## config.mk

```make
export PLATFORM = sky130hd
export DESIGN_NAME = ahp_host_port
export DESIGN_NICKNAME = d
export VERILOG_FILES = /design/src/hw/ahp_host_port.v /design/src/hw/ahp_buf2.v
export VERILOG_INCLUDE_DIRS = /design/src /design/src/hw
export SDC_FILE = /design/constraint.sdc
export NUM_CORES = 1
export LEC_CHECK = 0
export BUFFER_PORTS_ARGS = -buffer_cell sky130_fd_sc_hd__buf_2
export CORE_MARGIN = 10
export CORE_UTILIZATION = 40
export DETAILED_ROUTE_END_ITERATION = 8
export GPL_ROUTABILITY_DRIVEN = 0
export PLACE_DENSITY = 0.66
export SYNTH_ARGS = -nofsm -noshare
export SYNTH_HDL_FRONTEND = slang
export SYNTH_SLANG_ARGS = --single-unit
export TNS_END_PERCENT = 50
```

## constraint.sdc

```tcl
create_clock -name clk -period 2.9 [get_ports clk]
set_input_delay 0.58 -clock clk [delete_from_list [all_inputs] [get_ports clk]]
set_output_delay 0.58 -clock clk [all_outputs]
set_load 0.005 [all_outputs]
```

## src/hw/ahp_map.vh

```
// Purpose: constants of the converter's parallel host port
// Assumes: master clock of 100 MHz (10 ns period)
// Notes: times in ns, cycle counts derived from them
`ifndef AHP_MAP_VH
`define AHP_MAP_VH

`define AHP_DATA_W 16
`define AHP_CLK_PERIOD_NS 10
// conversion clock = master clock / this ratio (even)
`define AHP_CONVERSION_CLOCK_DIV 4
// samples combined into one result by the decimation filter
`define AHP_DECIM 4
// settle after a filter restart: twice filter delay plus computation
`define AHP_FILTER_DELAY_NS 1200
`define AHP_COMP_DELAY_NS 325
`define AHP_SETTLE_NS (2 * `AHP_FILTER_DELAY_NS + `AHP_COMP_DELAY_NS)
`define AHP_SETTLE_CYC ((`AHP_SETTLE_NS + `AHP_CLK_PERIOD_NS - 1) / `AHP_CLK_PERIOD_NS)
// bit of a written word that powers the converter up
`define AHP_PWRUP_BIT 0
`define AHP_BUF_DEPTH 2

`endif

```

## src/hw/ahp_host_port.v

```verilog
// Purpose: parallel host port of a sigma-delta converter
// Assumes: pins are asynchronous to clk; samples arrive on clk
// Notes: strobes are seen two cycles late through the synchronisers
//
// How it works
// 16-bit three-state bus, steered by select pins
// reset falling edge clears logic, powers down
// held reset keeps converter idle, bus released
// restart falling edge clears the decimation filter
// select low, direction low: device drives bus
// select low, direction high: device takes word
// ready pulses low half a conversion period
// host supplies master clock; rate follows it
// valid flag waits twice filter plus computation
// host releases bus during device reads
`timescale 1ns/1ns
`default_nettype none
`include "ahp_map.vh"
module ahp_host_port #(
    parameter DATA_W = `AHP_DATA_W,
    parameter CONVERSION_CLOCK_DIV = `AHP_CONVERSION_CLOCK_DIV,
    parameter DECIM = `AHP_DECIM,
    parameter SETTLE_CYC = `AHP_SETTLE_CYC
) (
    // master clock, reset pin, clock enable
    input wire clk,
    input wire arst_n,
    input wire clk_en,
    // control pins from the host
    input wire sync_n,
    input wire cs_n,
    input wire rd_wr,
    // three-state data bus, split
    input wire [DATA_W-1:0] bus_in,
    output reg [DATA_W-1:0] bus_out,
    output reg bus_oe_n,
    // status pins
    output reg result_ready_n,
    output reg result_valid_flag,
    output reg powered_down,
    output reg conversion_clock,
    // samples from the modulator side
    input wire [DATA_W-1:0] sample_data,
    input wire sample_valid,
    output wire sample_ready,
    // words written by the host
    output reg [DATA_W-1:0] write_data,
    output reg write_strobe
);
    localparam PW = DATA_W + 3;
    localparam integer HALF_I = CONVERSION_CLOCK_DIV / 2 - 1;
    localparam integer DEC_I = DECIM - 1;
    localparam integer SETTLE_I = SETTLE_CYC;
    localparam [7:0] HALF_M1 = HALF_I[7:0];
    localparam [7:0] DEC_M1 = DEC_I[7:0];
    localparam [15:0] SETTLE = SETTLE_I[15:0];

    ////////////////////////////////////////////////////////////////////
    // reset release
    reg rst_meta;
    reg rst_n;
    always @(posedge clk or negedge arst_n) begin
        if (!arst_n) begin
            rst_meta <= 1'b0;
            rst_n <= 1'b0;
        end else if (clk_en) begin
            rst_meta <= 1'b1;
            rst_n <= rst_meta;
        end
    end

    ////////////////////////////////////////////////////////////////////
    // pin synchronisers; only the second stage is read by logic
    wire [PW-1:0] pin_raw = {sync_n, cs_n, rd_wr, bus_in};
    reg [PW-1:0] pin_meta;
    reg [PW-1:0] pin_s;
    reg sync_d;
    reg cs_d;
    always @(posedge clk) begin
        if (!rst_n) begin
            pin_meta <= {PW{1'b1}};
            pin_s <= {PW{1'b1}};
            sync_d <= 1'b1;
            cs_d <= 1'b1;
        end else if (clk_en) begin
            pin_meta <= pin_raw;
            pin_s <= pin_meta;
            sync_d <= pin_s[PW-1];
            cs_d <= pin_s[PW-2];
        end
    end
    wire sync_s = pin_s[PW-1];
    wire cs_s = pin_s[PW-2];
    wire rw_s = pin_s[PW-3];
    wire [DATA_W-1:0] din_s = pin_s[DATA_W-1:0];
    wire restart = sync_d & ~sync_s;
    wire cs_rise = ~cs_d & cs_s;
    wire rd_act = ~cs_s & ~rw_s;
    wire wr_act = ~cs_s & rw_s;

    ////////////////////////////////////////////////////////////////////
    // conversion clock, derived from the master clock
    reg [7:0] conversion_clock_cnt;
    always @(posedge clk) begin
        if (!rst_n || (clk_en && powered_down)) begin
            conversion_clock_cnt <= 8'h00;
            conversion_clock <= 1'b0;
        end else if (clk_en) begin
            if (conversion_clock_cnt == HALF_M1) begin
                conversion_clock_cnt <= 8'h00;
                conversion_clock <= ~conversion_clock;
            end else begin
                conversion_clock_cnt <= conversion_clock_cnt + 8'h01;
            end
        end
    end

    ////////////////////////////////////////////////////////////////////
    // decimation: keeps every DECIM-th sample as a result
    reg [7:0] dec_cnt;
    wire buf_in_ready;
    wire dec_last = (dec_cnt == DEC_M1);
    // a stalled buffer stalls the source only on the sample it would take
    assign sample_ready = rst_n & ~powered_down & ~restart & (~dec_last | buf_in_ready);
    wire take = sample_valid & sample_ready;
    wire buf_push = take & dec_last;
    always @(posedge clk) begin
        if (!rst_n || (clk_en && powered_down)) begin
            dec_cnt <= 8'h00;
        end else if (clk_en) begin
            if (restart) begin
                dec_cnt <= 8'h00;
            end else if (take) begin
                dec_cnt <= dec_last ? 8'h00 : dec_cnt + 8'h01;
            end
        end
    end

    ////////////////////////////////////////////////////////////////////
    // settling after restart or reset
    reg [15:0] settle_cnt;
    always @(posedge clk) begin
        if (!rst_n) begin
            settle_cnt <= SETTLE;
            result_valid_flag <= 1'b0;
        end else if (clk_en) begin
            if (restart) begin
                settle_cnt <= SETTLE;
                result_valid_flag <= 1'b0;
            end else if (!powered_down && settle_cnt != 16'h0000) begin
                settle_cnt <= settle_cnt - 16'h0001;
                if (settle_cnt == 16'h0001) begin
                    result_valid_flag <= 1'b1;
                end
            end
        end
    end

    ////////////////////////////////////////////////////////////////////
    // result buffer
    wire [DATA_W-1:0] head;
    wire head_valid;
    reg rd_open;
    reg rd_had;
    wire pop = cs_rise & rd_open & rd_had;
    ahp_buf2 #(
        .DATA_W(DATA_W)
    ) u_buf (
        .clk(clk),
        .clk_en(clk_en),
        .rst_n(rst_n),
        .in_data(sample_data),
        .in_valid(buf_push),
        .in_ready(buf_in_ready),
        .out_data(head),
        .out_valid(head_valid),
        .out_ready(pop)
    );

    ////////////////////////////////////////////////////////////////////
    // data-ready pulse, once per new head word
    reg announced;
    reg [7:0] rdy_cnt;
    wire rdy_start = head_valid & ~announced & ~pop & ~powered_down;
    always @(posedge clk) begin
        if (!rst_n) begin
            announced <= 1'b0;
            rdy_cnt <= 8'h00;
            result_ready_n <= 1'b1;
        end else if (clk_en) begin
            if (pop) begin
                announced <= 1'b0;
            end else if (rdy_start) begin
                announced <= 1'b1;
            end
            if (rdy_start) begin
                result_ready_n <= 1'b0;
                rdy_cnt <= HALF_M1;
            end else if (rdy_cnt != 8'h00) begin
                rdy_cnt <= rdy_cnt - 8'h01;
            end else begin
                result_ready_n <= 1'b1;
            end
        end
    end

    ////////////////////////////////////////////////////////////////////
    // bus cycles; a read pops the word when the select rises
    reg wr_open;
    reg [DATA_W-1:0] wr_word;
    always @(posedge clk) begin
        if (!rst_n) begin
            bus_out <= {DATA_W{1'b0}};
            bus_oe_n <= 1'b1;
            rd_open <= 1'b0;
            rd_had <= 1'b0;
            wr_open <= 1'b0;
            wr_word <= {DATA_W{1'b0}};
            write_data <= {DATA_W{1'b0}};
            write_strobe <= 1'b0;
            powered_down <= 1'b1;
        end else if (clk_en) begin
            write_strobe <= 1'b0;
            // drive only while a read is selected, released otherwise
            bus_oe_n <= ~rd_act;
            if (rd_act && !rd_open) begin
                bus_out <= head_valid ? head : {DATA_W{1'b0}};
                rd_had <= head_valid;
            end
            if (cs_s) begin
                rd_open <= 1'b0;
                wr_open <= 1'b0;
            end else begin
                rd_open <= rd_open | rd_act;
                wr_open <= wr_open | wr_act;
            end
            if (wr_act) begin
                wr_word <= din_s;
            end
            if (cs_rise && wr_open) begin
                write_data <= wr_word;
                write_strobe <= 1'b1;
                powered_down <= ~wr_word[`AHP_PWRUP_BIT];
            end
        end
    end
endmodule
`default_nettype wire

```

## src/hw/ahp_buf2.v

```verilog
// Purpose: two-entry result buffer with valid/ready on both sides
// Assumes: synchronous active-low reset, clock enable freezes state
// Notes: full and empty are exact; in_ready drops when both entries held
`timescale 1ns/1ns
`default_nettype none
module ahp_buf2 #(
    parameter DATA_W = 16
) (
    // clock and reset
    input wire clk,
    input wire clk_en,
    input wire rst_n,
    // filling side
    input wire [DATA_W-1:0] in_data,
    input wire in_valid,
    output wire in_ready,
    // draining side
    output wire [DATA_W-1:0] out_data,
    output wire out_valid,
    input wire out_ready
);
    reg [DATA_W-1:0] mem [0:1];
    reg wr_ptr;
    reg rd_ptr;
    reg [1:0] count;
    wire push = in_valid & in_ready;
    wire pop = out_valid & out_ready;

    assign in_ready = (count != 2'h2);
    assign out_valid = (count != 2'h0);
    assign out_data = mem[rd_ptr];

    always @(posedge clk) begin
        if (clk_en && push) begin
            mem[wr_ptr] <= in_data;
        end
    end

    always @(posedge clk) begin
        if (!rst_n) begin
            wr_ptr <= 1'b0;
            rd_ptr <= 1'b0;
            count <= 2'h0;
        end else if (clk_en) begin
            if (push) begin
                wr_ptr <= ~wr_ptr;
            end
            if (pop) begin
                rd_ptr <= ~rd_ptr;
            end
            if (push && !pop) begin
                count <= count + 2'h1;
            end else if (pop && !push) begin
                count <= count - 2'h1;
            end
        end
    end
endmodule
`default_nettype wire

```

* After elaboration in Yosys (flattened, before gate mapping) *
Memory sizes are Yosys's and may differ from the RTL's. A register that Yosys moved wholly into a read port is not among the register bits.
Cells that the tools add are included.

storage, ports and cells
  register bits after elaboration = 144
  RAM bits = 32
  input bits = 39
  output and inout bits = 39
  memories = 1

operators by class
  $add $sub $neg = 6
  equality and inequality tests = 5
  mux-type cells = 25
  bitwise gates (word level) = 33
  reductions and logical operators = 35

memories
  name       depth  bits a word  rd ports  clocked after Yosys merged registers in  write ports  line           source
  u_buf.mem  2      16           1         1                                        1            ahp_buf2.v:22  reg [DATA_W-1:0] mem [0:1];

operator list
  operator                                                                count
  16-bit 2-to-1 mux                                                       3
  8-bit 2-to-1 mux                                                        6
  2-bit AND reduction                                                     12
  8-bit by 1-bit adder with 8-bit output, second input constant           2
  1-bit bitwise AND                                                       16
  16-bit by 1-bit equality test with 1-bit output, second input constant  1
  16-bit nonzero test                                                     1
  16-bit by 1-bit subtractor with 16-bit output, second input constant    1
  1-bit 2-to-1 mux                                                        14
  1-bit NOT                                                               14
  2-bit nonzero test                                                      7
  8-bit by 1-bit equality test with 1-bit output, second input constant   1
  8-bit by 2-bit equality test with 1-bit output, second input constant   1
  8-bit nonzero test                                                      1
  8-bit by 1-bit subtractor with 8-bit output, second input constant      1
  1-bit logical AND                                                       7
  1-bit zero test                                                         5
  2-bit 2-to-1 mux                                                        2
  2-bit inequality test, second input constant                            2
  1-bit bitwise OR                                                        3
  3-bit AND reduction                                                     1
  2-bit by 1-bit adder with 2-bit output, second input constant           1
  2-bit by 1-bit subtractor with 2-bit output, second input constant      1
  1-bit logical OR                                                        1

* Logic depth before layout (Yosys ltp) *
Gate-level depths: netlist (run 1).

  depth after elaboration = 12
  mapped depth = 9

* Cells and area by module *
From an unflattened synthesis (run 1), not the netlist that was laid out.

second synthesis, totals
  cells, all modules = 740
  area, all modules = 7338.3 µm²

by module, submodules not included
  module         instances  cells an instance  area an instance (µm²)
  ahp_host_port  1          663                5910.7
  ahp_buf2       1          77                 1427.6

* Least setup slack after synthesis (run 1) *
OpenSTA, ideal clock, no wires.

  path kind = input to register
  from = input clk_en
  to = memory u_buf.mem[1][0], enable pin
  arrival time = 2.743 ns
  required time = 2.470 ns
  path slack = -0.273 ns
  stages = 4
  path through = clkbuf_1 clkbuf_1 nand3_1 nor4_1

on the way
  cells in the longest elaborated chain, start to end = 3

ends and longest elaborated chain
  what                                    line                source
  from (decl)                             ahp_host_port.v:28  input wire clk_en,
  1-bit logical AND                       ahp_buf2.v:34       if (clk_en && push) begin
  1-bit 2-to-1 mux                        ahp_buf2.v:34
  1-bit 2-to-1 mux (implied by the code)  ahp_buf2.v:35       mem[wr_ptr] <= in_data;
  to (decl)                               ahp_buf2.v:22

No other way between the ends.

* Final worst setup path (run 1) *
  from = register dec_cnt[0]
  to = output sample_ready

on the way
  cells in the longest elaborated chain, start to end = 4

ends and longest elaborated chain
  what                                            line                 source
  from (decl)                                     ahp_host_port.v:120  reg [7:0] dec_cnt;
  from (signal assigned)                          ahp_host_port.v:134  dec_cnt <= dec_last ? 8'h00 : dec_cnt + 8'h01;
  8-bit by 2-bit equality test with 1-bit output  ahp_host_port.v:122  wire dec_last = (dec_cnt == DEC_M1);
  1-bit NOT                                       ahp_host_port.v:124  assign sample_ready = rst_n & ~powered_down & ~restart & (~dec_last | buf_in_ready);
  1-bit bitwise OR                                ahp_host_port.v:124
  1-bit bitwise AND                               ahp_host_port.v:124
  to (decl)                                       ahp_host_port.v:45   output wire sample_ready,

No other way between the ends.

==> flow_metrics.env, run 1 <==
export IMPL_grt_max_degree=59
export IMPL_powerDensity_nw_per_um2=666
export IMPL_placementRows=49
export IMPL_h_tree_depth=4
export IMPL_initial_core_util=0.405
export IMPL_nFillCells=1679
export IMPL_core_region_area_um2=17900
export IMPL_syn_area_per_cell_um2=9.81
export IMPL_cts_tree="done"
export IMPL_area_growth_synth_to_final_pct=18.1
export IMPL_crit_path_end_kind="output port"
export IMPL_final_nets=860
export IMPL_switching_power_mw=1.50
export IMPL_synth_edf_count=32
export IMPL_slew_limit_headroom=0.409
export IMPL_die_h_um=155
export IMPL_holdWs_ns=0.341
export IMPL_hold_path_class="input port to register"
export IMPL_dpl_cell_area_um2=7900
export IMPL_port_buffers=77
export IMPL_die_area_um2=23900
export IMPL_ys_top_cells_by_area="dfxtp_1 40%, edfxtp_1 13%, nand2_1 7.3%, mux2i_1 6.6%, a21oi_1 3.7%"
export IMPL_timing_hold_violations_final=0
export IMPL_antenna_cells=0
export IMPL_worst_slack_ns=0.231
export IMPL_finalSetupViolCount=0
export IMPL_leakagePower_nw=3.30
export IMPL_vias_per_cell=5.24
export IMPL_switching_share=0.263
export IMPL_finClkSkew_ns=0.00871
export IMPL_hpwl_um=10800
export IMPL_synthDistinctLibCells=60
export IMPL_fin_util=0.478
export IMPL_cts_buffer_depth=2
export IMPL_drt_pass1_iterations=5
export IMPL_required_ns=2.32
export IMPL_synth_mux_area_frac=0.0912
export IMPL_drv_cap=0
export IMPL_path_class="register to output port"
export IMPL_synthCells=738
export IMPL_synthAdderAreaFrac=0.0155
export IMPL_syn_area_um2=7240
export IMPL_grt_usage=0.130
export IMPL_yosysSeqAreaShare=0.535
export IMPL_p_int_mw=4.20
export IMPL_synthArstFlopShare=0.0113
export IMPL_min_period_ns=2.67
export IMPL_vias=5523
export IMPL_cpMaxStageDelayCell="nor4b_1"
export IMPL_yosysTopAreaCellShare=0.395
export IMPL_status="complete, no violations"
export IMPL_yosysWarningCount=0
export IMPL_total_power_mw=5.70
export IMPL_cts_sinks=177
export IMPL_post_place_ws_ns=0.525
export IMPL_multi_input_area_um2=3180
export IMPL_first_iter_violations=362
export IMPL_ant_nets=0
export IMPL_ir_worst_vdd_mv=0.473
export IMPL_wl_per_cell_um=15.0
export IMPL_io_pins=78
export IMPL_syn_nets=786
export IMPL_cp_num_buf_inv=2
export IMPL_ys_ff_latch=177
export IMPL_antenna_found_initial=0
export IMPL_critPathLaunchType="register"
export IMPL_synth_commonest_cells="143 x dfxtp_1, 141 x nand2_1, 53 x a21oi_1"
export IMPL_die_w_um=155
export IMPL_synth_top_family_by_area="simple AND/OR/NAND/NOR gates"
export IMPL_crit_path_max_incr_delay_ns=0.46
export IMPL_drive_above_1_share=0.194
export IMPL_final_max_slew_viol_count=0
export IMPL_cp_top_family="simple AND/OR/NAND/NOR gates"
export IMPL_seqPwrFrac=0.479
export IMPL_fmax_mhz=375
export IMPL_finalCritPeriodShare=0.920
export IMPL_path_cells="ha_1, nor4b_1, nand2_1, buf_4, nor2_1, nor2_1, buf_2"
export IMPL_synth_most_common_cell="dfxtp_1"
export IMPL_seqCellArea_um2=3870
export IMPL_path_max_fanout=7
export IMPL_final_setup_tns_ns=0
export IMPL_final_cells=1054
export IMPL_clkTransAtPathRegs_ns=0.07
export IMPL_synth_ff_type="dfxtp_1"
export IMPL_synth_simple_area_share=0.196
export IMPL_yosys_area_top_type="dfxtp_1"
export IMPL_rsz0062_at_grt="false"
export IMPL_stdcell_area_um2=8550
export IMPL_numCtsBuffers=17
export IMPL_cts_root_buf="clkbuf_16"
export IMPL_drt_wl_total_um=15800
export IMPL_grt_pass1_wl_um=25800
export IMPL_cp_data_arrival_time_ns=2.09
export IMPL_combPwrFrac=0.098
export IMPL_gr_total_overflow=0
export IMPL_synth_compound_area_share=0.120
export IMPL_crit_top_cell="nor2_1"
export IMPL_drc=0
export IMPL_dp_cells=1021
export IMPL_synth_xor_area_frac=0.0145
export IMPL_p_clk_frac=0.423
export IMPL_cts_resized_gates=0
export IMPL_tightest_slew_ns=0.879
export IMPL_grt_pass1_vias=5173
export IMPL_insertion_delay_ns=0.43
==> kinds of logic (layout without fill, tap and decap cells) <==
| group | after synthesis | after routing |
|---|---|---|
| compound gates | 135 | 135 |
| xor+xnor | 12 | 12 |
| fa+ha+maj | 9 | 9 |
| buf+inv | 53 | 140 |
| flops | 177 | 177 |
| mux | 64 | 64 |
| simple gates | 288 | 288 |
==> per-layer routing <==
layer	up-vias	track usage	wire (um)
li1	2791	-	-
met3	15	0.0352	783
met4	0	0.0463	218
met2	117	0.200	7150
met5	-	0	0
met1	2600	0.170	7630
==> cell type report <==
| class | count | area share |
|---|---|---|
| Sequential cell | 177 | 0.453 |
| Clock buffer | 17 | 0.0497 |
| Multi-Input combinational cell | 508 | 0.372 |
| Inverter | 14 | 0.00614 |
| Timing Repair Buffer | 94 | 0.0606 |
| Clock inverter | 15 | 0.0252 |
| Tap cell | 229 | 0.0335 |
==> repair_timing <==
action / in CTS / in global routing
hold buffers: 1 / 0
setup endpoints to repair: 0 / 0
buffers inserted: 0 / 0
hold endpoints to repair: 2 / 0
==> path summary, 6_finish.rpt <==
path | depth (start not counted) | slack [ns] | from | end
max | 7 | 0.23 | dec_cnt[0] | sample_ready
min | 1 | 0.34 | sample_data[4] | u_buf.mem[1][4]
max reg2reg | 6 | 0.51 | dec_cnt[0] | u_buf.mem[0][4]
min reg2reg | 2 | 0.45 | result_valid_flag | result_valid_flag
max in group asynchronous | 2 | 2.34 | arst_n | rst_n
min in group asynchronous | 2 | 0.45 | arst_n | rst_n
==> layout by cell type, fill, tap and decap left out, drive strengths merged, types with 12 or more instances in the layout <==
master and instances:
clkbuf 17, mux2i 48, mux2 16, o21ai 18, nand2b 12, dfxtp 143, edfxtp 32, buf 93
nand2 141, nor2 48, a21oi 53, a22oi 16, inv 21
==> power by group through the flow <==
| stage | Combinational (mW) | Clock [mW] | Sequential [mW] |
|---|---|---|---|
| after floorplan | 0.431 | 0 | 2.75 |
| after global placement | 0.548 | 0 | 2.78 |
| after detailed placement | 0.559 | 0 | 2.78 |
| after CTS | 0.565 | 2.46 | 2.73 |
| after global routing | 0.642 | 2.56 | 2.75 |
| final | 0.561 | 2.41 | 2.73 |
==> sequential cells by signal, indices dropped and copies added, names as in the netlist, 2 cells and up, named ones only <==
| name | flops |
|---|---|
| dec_cnt | 8 |
| rdy_cnt | 8 |
| pin_s | 19 |
| u_buf.count | 2 |
| wr_word | 16 |
| pin_meta | 19 |
| settle_cnt | 16 |
| bus_out | 16 |
| conversion_clock_cnt | 8 |
| write_data | 16 |
| u_buf.mem | 32 |
No activity file was read; power rests on OpenSTA's default activity.
==> inputs of run 2 (changes only) <==
--- a/config.mk
+++ b/config.mk
@@ -11,7 +11,7 @@
 export CORE_UTILIZATION = 40
 export DETAILED_ROUTE_END_ITERATION = 8
 export GPL_ROUTABILITY_DRIVEN = 0
-export PLACE_DENSITY = 0.66
+export PLACE_DENSITY = 0.64
 export SYNTH_ARGS = -nofsm -noshare
 export SYNTH_HDL_FRONTEND = slang
 export SYNTH_SLANG_ARGS = --single-unit
==> constraint.sdc (replaced) <==
create_clock -name clk -period 3.26 [get_ports clk]
set_input_delay 0.652 -clock clk [delete_from_list [all_inputs] [get_ports clk]]
set_output_delay 0.652 -clock clk [all_outputs]
set_load 0.005 [all_outputs]
==> flow_metrics.env, run 2 (synthesized netlist as in run 1, its figures left out) <==
export IMPL_die_w_um=155
export IMPL_io_pins=78
export IMPL_path_max_fanout=8
export IMPL_drt_pass1_iterations=5
export IMPL_antenna_cells=0
export IMPL_cpMaxStageDelayCell="nor4b_1"
export IMPL_drc=0
export IMPL_dpl_cell_area_um2=7860
export IMPL_final_setup_tns_ns=0
export IMPL_seqCellArea_um2=3870
export IMPL_mostFrequentLayoutCell="dfxtp_1"
export IMPL_area_growth_synth_to_final_pct=17.0
export IMPL_cp_num_buf_inv=1
export IMPL_hold_path_class="input port to register"
export IMPL_grt_pass1_vias=5209
export IMPL_crit_path_max_incr_delay_ns=0.44
export IMPL_vias_per_cell=5.25
export IMPL_largestRegisters="u_buf.mem x32, pin_meta x19, pin_s x19"
export IMPL_final_max_slew_viol_count=0
export IMPL_layout_common_cells="143 x dfxtp_1, 141 x nand2_1, 76 x buf_2"
export IMPL_stdcell_area_um2=8470
export IMPL_top_register="u_buf.mem"
export IMPL_cts_setup_buffers=0
export IMPL_drive_above_1_share=0.189
export IMPL_drv_cap=0
export IMPL_finalCritPeriodShare=0.855
export IMPL_required_ns=2.61
export IMPL_dp_cells=1016
export IMPL_die_area_um2=23900
export IMPL_vias=5511
export IMPL_multi_input_area_um2=3170
export IMPL_h_tree_depth=4
export IMPL_fmax_mhz=359
export IMPL_worst_slack_ns=0.472
export IMPL_critPathLaunchType="register"
export IMPL_grt_usage=0.131
export IMPL_finalSetupViolCount=0
export IMPL_gr_total_overflow=0
export IMPL_first_iter_violations=419
export IMPL_final_nets=855
export IMPL_ant_nets=0
export IMPL_crit_top_cell="nor2_1"
export IMPL_port_buffers=77
export IMPL_powerDensity_nw_per_um2=587
export IMPL_finClkSkew_ns=0.0105
export IMPL_cts_resized_gates=0
export IMPL_final_cells=1049
export IMPL_tightest_slew_ns=0.938
export IMPL_largest_reg_flops=32
export IMPL_insertion_delay_ns=0.44
export IMPL_leakagePower_nw=3.25
export IMPL_min_period_ns=2.79
export IMPL_ir_worst_vdd_mv=0.390
export IMPL_grt_pass1_wl_um=26200
export IMPL_initial_core_util=0.405
export IMPL_cp_top_family="simple AND/OR/NAND/NOR gates"
export IMPL_cts_root_buf="clkbuf_16"
export IMPL_drt_wl_total_um=16000
export IMPL_die_h_um=155
export IMPL_core_region_area_um2=17900
export IMPL_cts_hold_buf=1
export IMPL_wl_per_cell_um=15.2
export IMPL_ff2ff_setup_slack_ns=0.69
export IMPL_clkTransAtPathRegs_ns=0.07
export IMPL_slew_limit_headroom=0.373
export IMPL_holdWs_ns=0.409
export IMPL_numCtsBuffers=17
export IMPL_cts_tree="done"
export IMPL_status="complete, no violations"
export IMPL_rsz0062_at_grt="false"
export IMPL_path_class="register to output port"
export IMPL_cts_buffer_depth=2
export IMPL_placementRows=49
export IMPL_nFillCells=1690
export IMPL_post_place_ws_ns=0.652
export IMPL_cts_sinks=177
export IMPL_grt_max_degree=61
export IMPL_hpwl_um=10800
export IMPL_timing_hold_violations_final=0
export IMPL_cp_data_arrival_time_ns=2.14
export IMPL_antenna_found_initial=0
export IMPL_crit_path_end_kind="output port"
export IMPL_path_cells="ha_1, nor4b_1, nand2_1, nor2_1, nor2_1, buf_2"
run 2: area by class of cell:
cell class	instances	area share
Clock buffer	18	0.0532
Multi-Input combinational cell	508	0.374
Sequential cell	177	0.457
Inverter	14	0.00620
Tap cell	229	0.0338
Timing Repair Buffer	89	0.0567
Clock inverter	14	0.0186
run 2: per-stage QoR:
stage / utilization / power [mW]
after global routing: 0.473 / 5.19
after global placement: 0.439 / 2.96
after floorplan: - / 2.83
final: 0.473 / 4.97
after detailed placement: 0.439 / 2.97
after CTS: 0.473 / 5.03
run 2: final timing paths:
| kind | start | end | depth (start not counted) |
|---|---|---|---|
| max in group asynchronous | arst_n | rst_n | 2 |
| min | sample_data[3] | u_buf.mem[0][3] | 1 |
| max | dec_cnt[0] | sample_ready | 6 |
| min in group asynchronous | arst_n | rst_meta | 2 |
| min reg2reg | write_data[9] | write_data[9] | 2 |
| max reg2reg | dec_cnt[0] | u_buf.mem[0][0] | 5 |
run 2: power by group:
group | switching, mW | leakage [nW] | internal, mW
combinational | 0.295 | 1.48 | 0.209
clock | 0.967 | 0.301 | 1.08
sequential | 0.0833 | 1.47 | 2.34
run 2: routing by layer:
| metal | wire length [um] | up-vias | GRT usage |
|---|---|---|---|
| li1 | - | 2778 | - |
| met1 | 7740 | 2572 | 0.172 |
| met2 | 7140 | 141 | 0.201 |
| met3 | 861 | 20 | 0.0394 |
| met4 | 208 | 0 | 0.0436 |
| met5 | 0 | - | 0 |
==> inputs of run 3 (changes only) <==
==> constraint.sdc (replaced) <==
create_clock -name clk -period 3.26 [get_ports clk]
set_input_delay 0.489 -clock clk [delete_from_list [all_inputs] [get_ports clk]]
set_output_delay 0.489 -clock clk [all_outputs]
set_load 0.005 [all_outputs]
==> flow_metrics.env, run 3 (synthesized netlist as in run 1, its figures left out) <==
export IMPL_hold_path_class="input port to register"
export IMPL_largestRegisters="u_buf.mem x32, pin_meta x19, pin_s x19"
export IMPL_cp_top_family="simple AND/OR/NAND/NOR gates"
export IMPL_h_tree_depth=4
export IMPL_path_cells="ha_1, nor4b_1, nand2_1, nor2_1, nor2_1, buf_2"
export IMPL_wl_per_cell_um=15.0
export IMPL_die_area_um2=23900
export IMPL_timing_rr_start="dec_cnt[0]"
export IMPL_fin_util=0.472
export IMPL_io_pins=78
export IMPL_gr_total_overflow=0
export IMPL_drv_cap=0
export IMPL_crit_top_cell="nor2_1"
export IMPL_total_power_mw=4.96
export IMPL_rr_endpoint="u_buf.mem[0][14]"
export IMPL_hold_path_depth=1
export IMPL_insertion_delay_ns=0.43
export IMPL_hpwl_um=10600
export IMPL_min_from="sample_data[2]"
export IMPL_dp_cells=1016
export IMPL_critPathLaunchType="register"
export IMPL_numCtsBuffers=17
export IMPL_cts_setup_buffers=0
export IMPL_leakagePower_nw=3.25
export IMPL_p_int_mw=3.68
export IMPL_seqPwrFrac=0.489
export IMPL_status="complete, no violations"
export IMPL_clkTransAtPathRegs_ns=0.07
export IMPL_nFillCells=1697
export IMPL_required_ns=2.77
export IMPL_drc=0
export IMPL_antenna_found_initial=0
export IMPL_vias_per_cell=5.24
export IMPL_tightest_slew_ns=0.867
export IMPL_slew_limit_headroom=0.416
export IMPL_vias=5482
export IMPL_p_clk_frac=0.411
export IMPL_final_setup_tns_ns=0
export IMPL_ff2ff_setup_slack_ns=0.67
export IMPL_final_max_slew_viol_count=0
export IMPL_combPwrFrac=0.099
export IMPL_switching_power_mw=1.28
export IMPL_first_iter_violations=442
export IMPL_post_place_ws_ns=0.666
export IMPL_path_class="register to output port"
export IMPL_cts_root_buf="clkbuf_16"
export IMPL_ir_worst_vdd_mv=0.365
export IMPL_worst_slack_ns=0.607
export IMPL_whs_endpoint="u_buf.mem[1][2]"
export IMPL_ant_nets=0
export IMPL_layout_common_cells="143 x dfxtp_1, 141 x nand2_1, 76 x buf_2"
export IMPL_switching_share=0.259
export IMPL_path_max_fanout=8
export IMPL_antenna_cells=0
export IMPL_top_register="u_buf.mem"
export IMPL_grt_pass1_wl_um=26400
export IMPL_grt_usage=0.133
export IMPL_finalCritPeriodShare=0.814
export IMPL_cts_buffer_depth=2
export IMPL_drive_above_1_share=0.187
export IMPL_final_cells=1047
export IMPL_stdcell_area_um2=8460
export IMPL_placementRows=49
export IMPL_powerDensity_nw_per_um2=587
export IMPL_finClkSkew_ns=0.00728
export IMPL_cp_depth=6
export IMPL_area_growth_synth_to_final_pct=16.8
export IMPL_die_h_um=155
export IMPL_finalSetupViolCount=0
export IMPL_core_region_area_um2=17900
export IMPL_mostFrequentLayoutCell="dfxtp_1"
export IMPL_crit_path_max_incr_delay_ns=0.46
export IMPL_min_period_ns=2.65
export IMPL_port_buffers=77
export IMPL_rsz0062_at_grt="false"
export IMPL_grt_pass1_vias=5266
export IMPL_cts_tree="done"
export IMPL_crit_path_end_kind="output port"
export IMPL_ff2ff_path_depth=5
export IMPL_cpMaxStageDelayCell="nor4b_1"
export IMPL_initial_core_util=0.405
export IMPL_dpl_cell_area_um2=7860
export IMPL_timing_hold_violations_final=0
export IMPL_cts_sinks=177
export IMPL_drt_pass1_iterations=5
export IMPL_largest_reg_flops=32
export IMPL_holdWs_ns=0.250
export IMPL_cp_num_buf_inv=1
export IMPL_drt_wl_total_um=15700
export IMPL_fmax_mhz=377
export IMPL_grt_max_degree=61
export IMPL_cp_data_arrival_time_ns=2.16
export IMPL_die_w_um=155
export IMPL_final_nets=855
==> run 3: layout make-up <==
cell class | count | area (um2) | area share
clock buffers | 18 | 450 | 0.0533
clock inverters | 12 | 141 | 0.0167
inverters | 14 | 52.6 | 0.00621
multi-input cells | 508 | 3170 | 0.375
flip-flops and latches | 177 | 3870 | 0.458
well taps | 229 | 287 | 0.0339
repair buffers | 89 | 480 | 0.0568
==> run 3: repair_timing <==
action                                  4_1_cts  5_1_grt
hold buffers                                  1        0
endpoints found under the hold margin         2        0
gates resized for setup                       0        0
endpoints found under the setup margin        0        0
==> run 3: worst max path at each step <==
stage	startpoint	endpoint	slack, ns
detailed placement	dec_cnt[0]	u_buf.mem[0][4]	0.67
global route	dec_cnt[0]	sample_ready	0.38
floorplan	dec_cnt[0]	u_buf.mem[1][0]	0.17
global placement	dec_cnt[0]	u_buf.mem[0][4]	0.72
finish	dec_cnt[0]	sample_ready	0.61
CTS	dec_cnt[0]	sample_ready	0.59
==> run 3: power groups by stage <==
stage                     Clock, mW  Sequential [mW]  Combinational [mW]
after floorplan                   0             2.45               0.383
after global routing           2.17             2.45               0.566
after detailed placement          0             2.48               0.495
after global placement            0             2.47               0.486
after CTS                      2.09             2.43               0.497
final                          2.04             2.43               0.493
==> run 3: routing by layer <==
metal,share of wire,global-route usage
met2,0.44,0.197
met5,0,0
met3,0.050,0.0374
met4,0.013,0.0463
met1,0.50,0.181
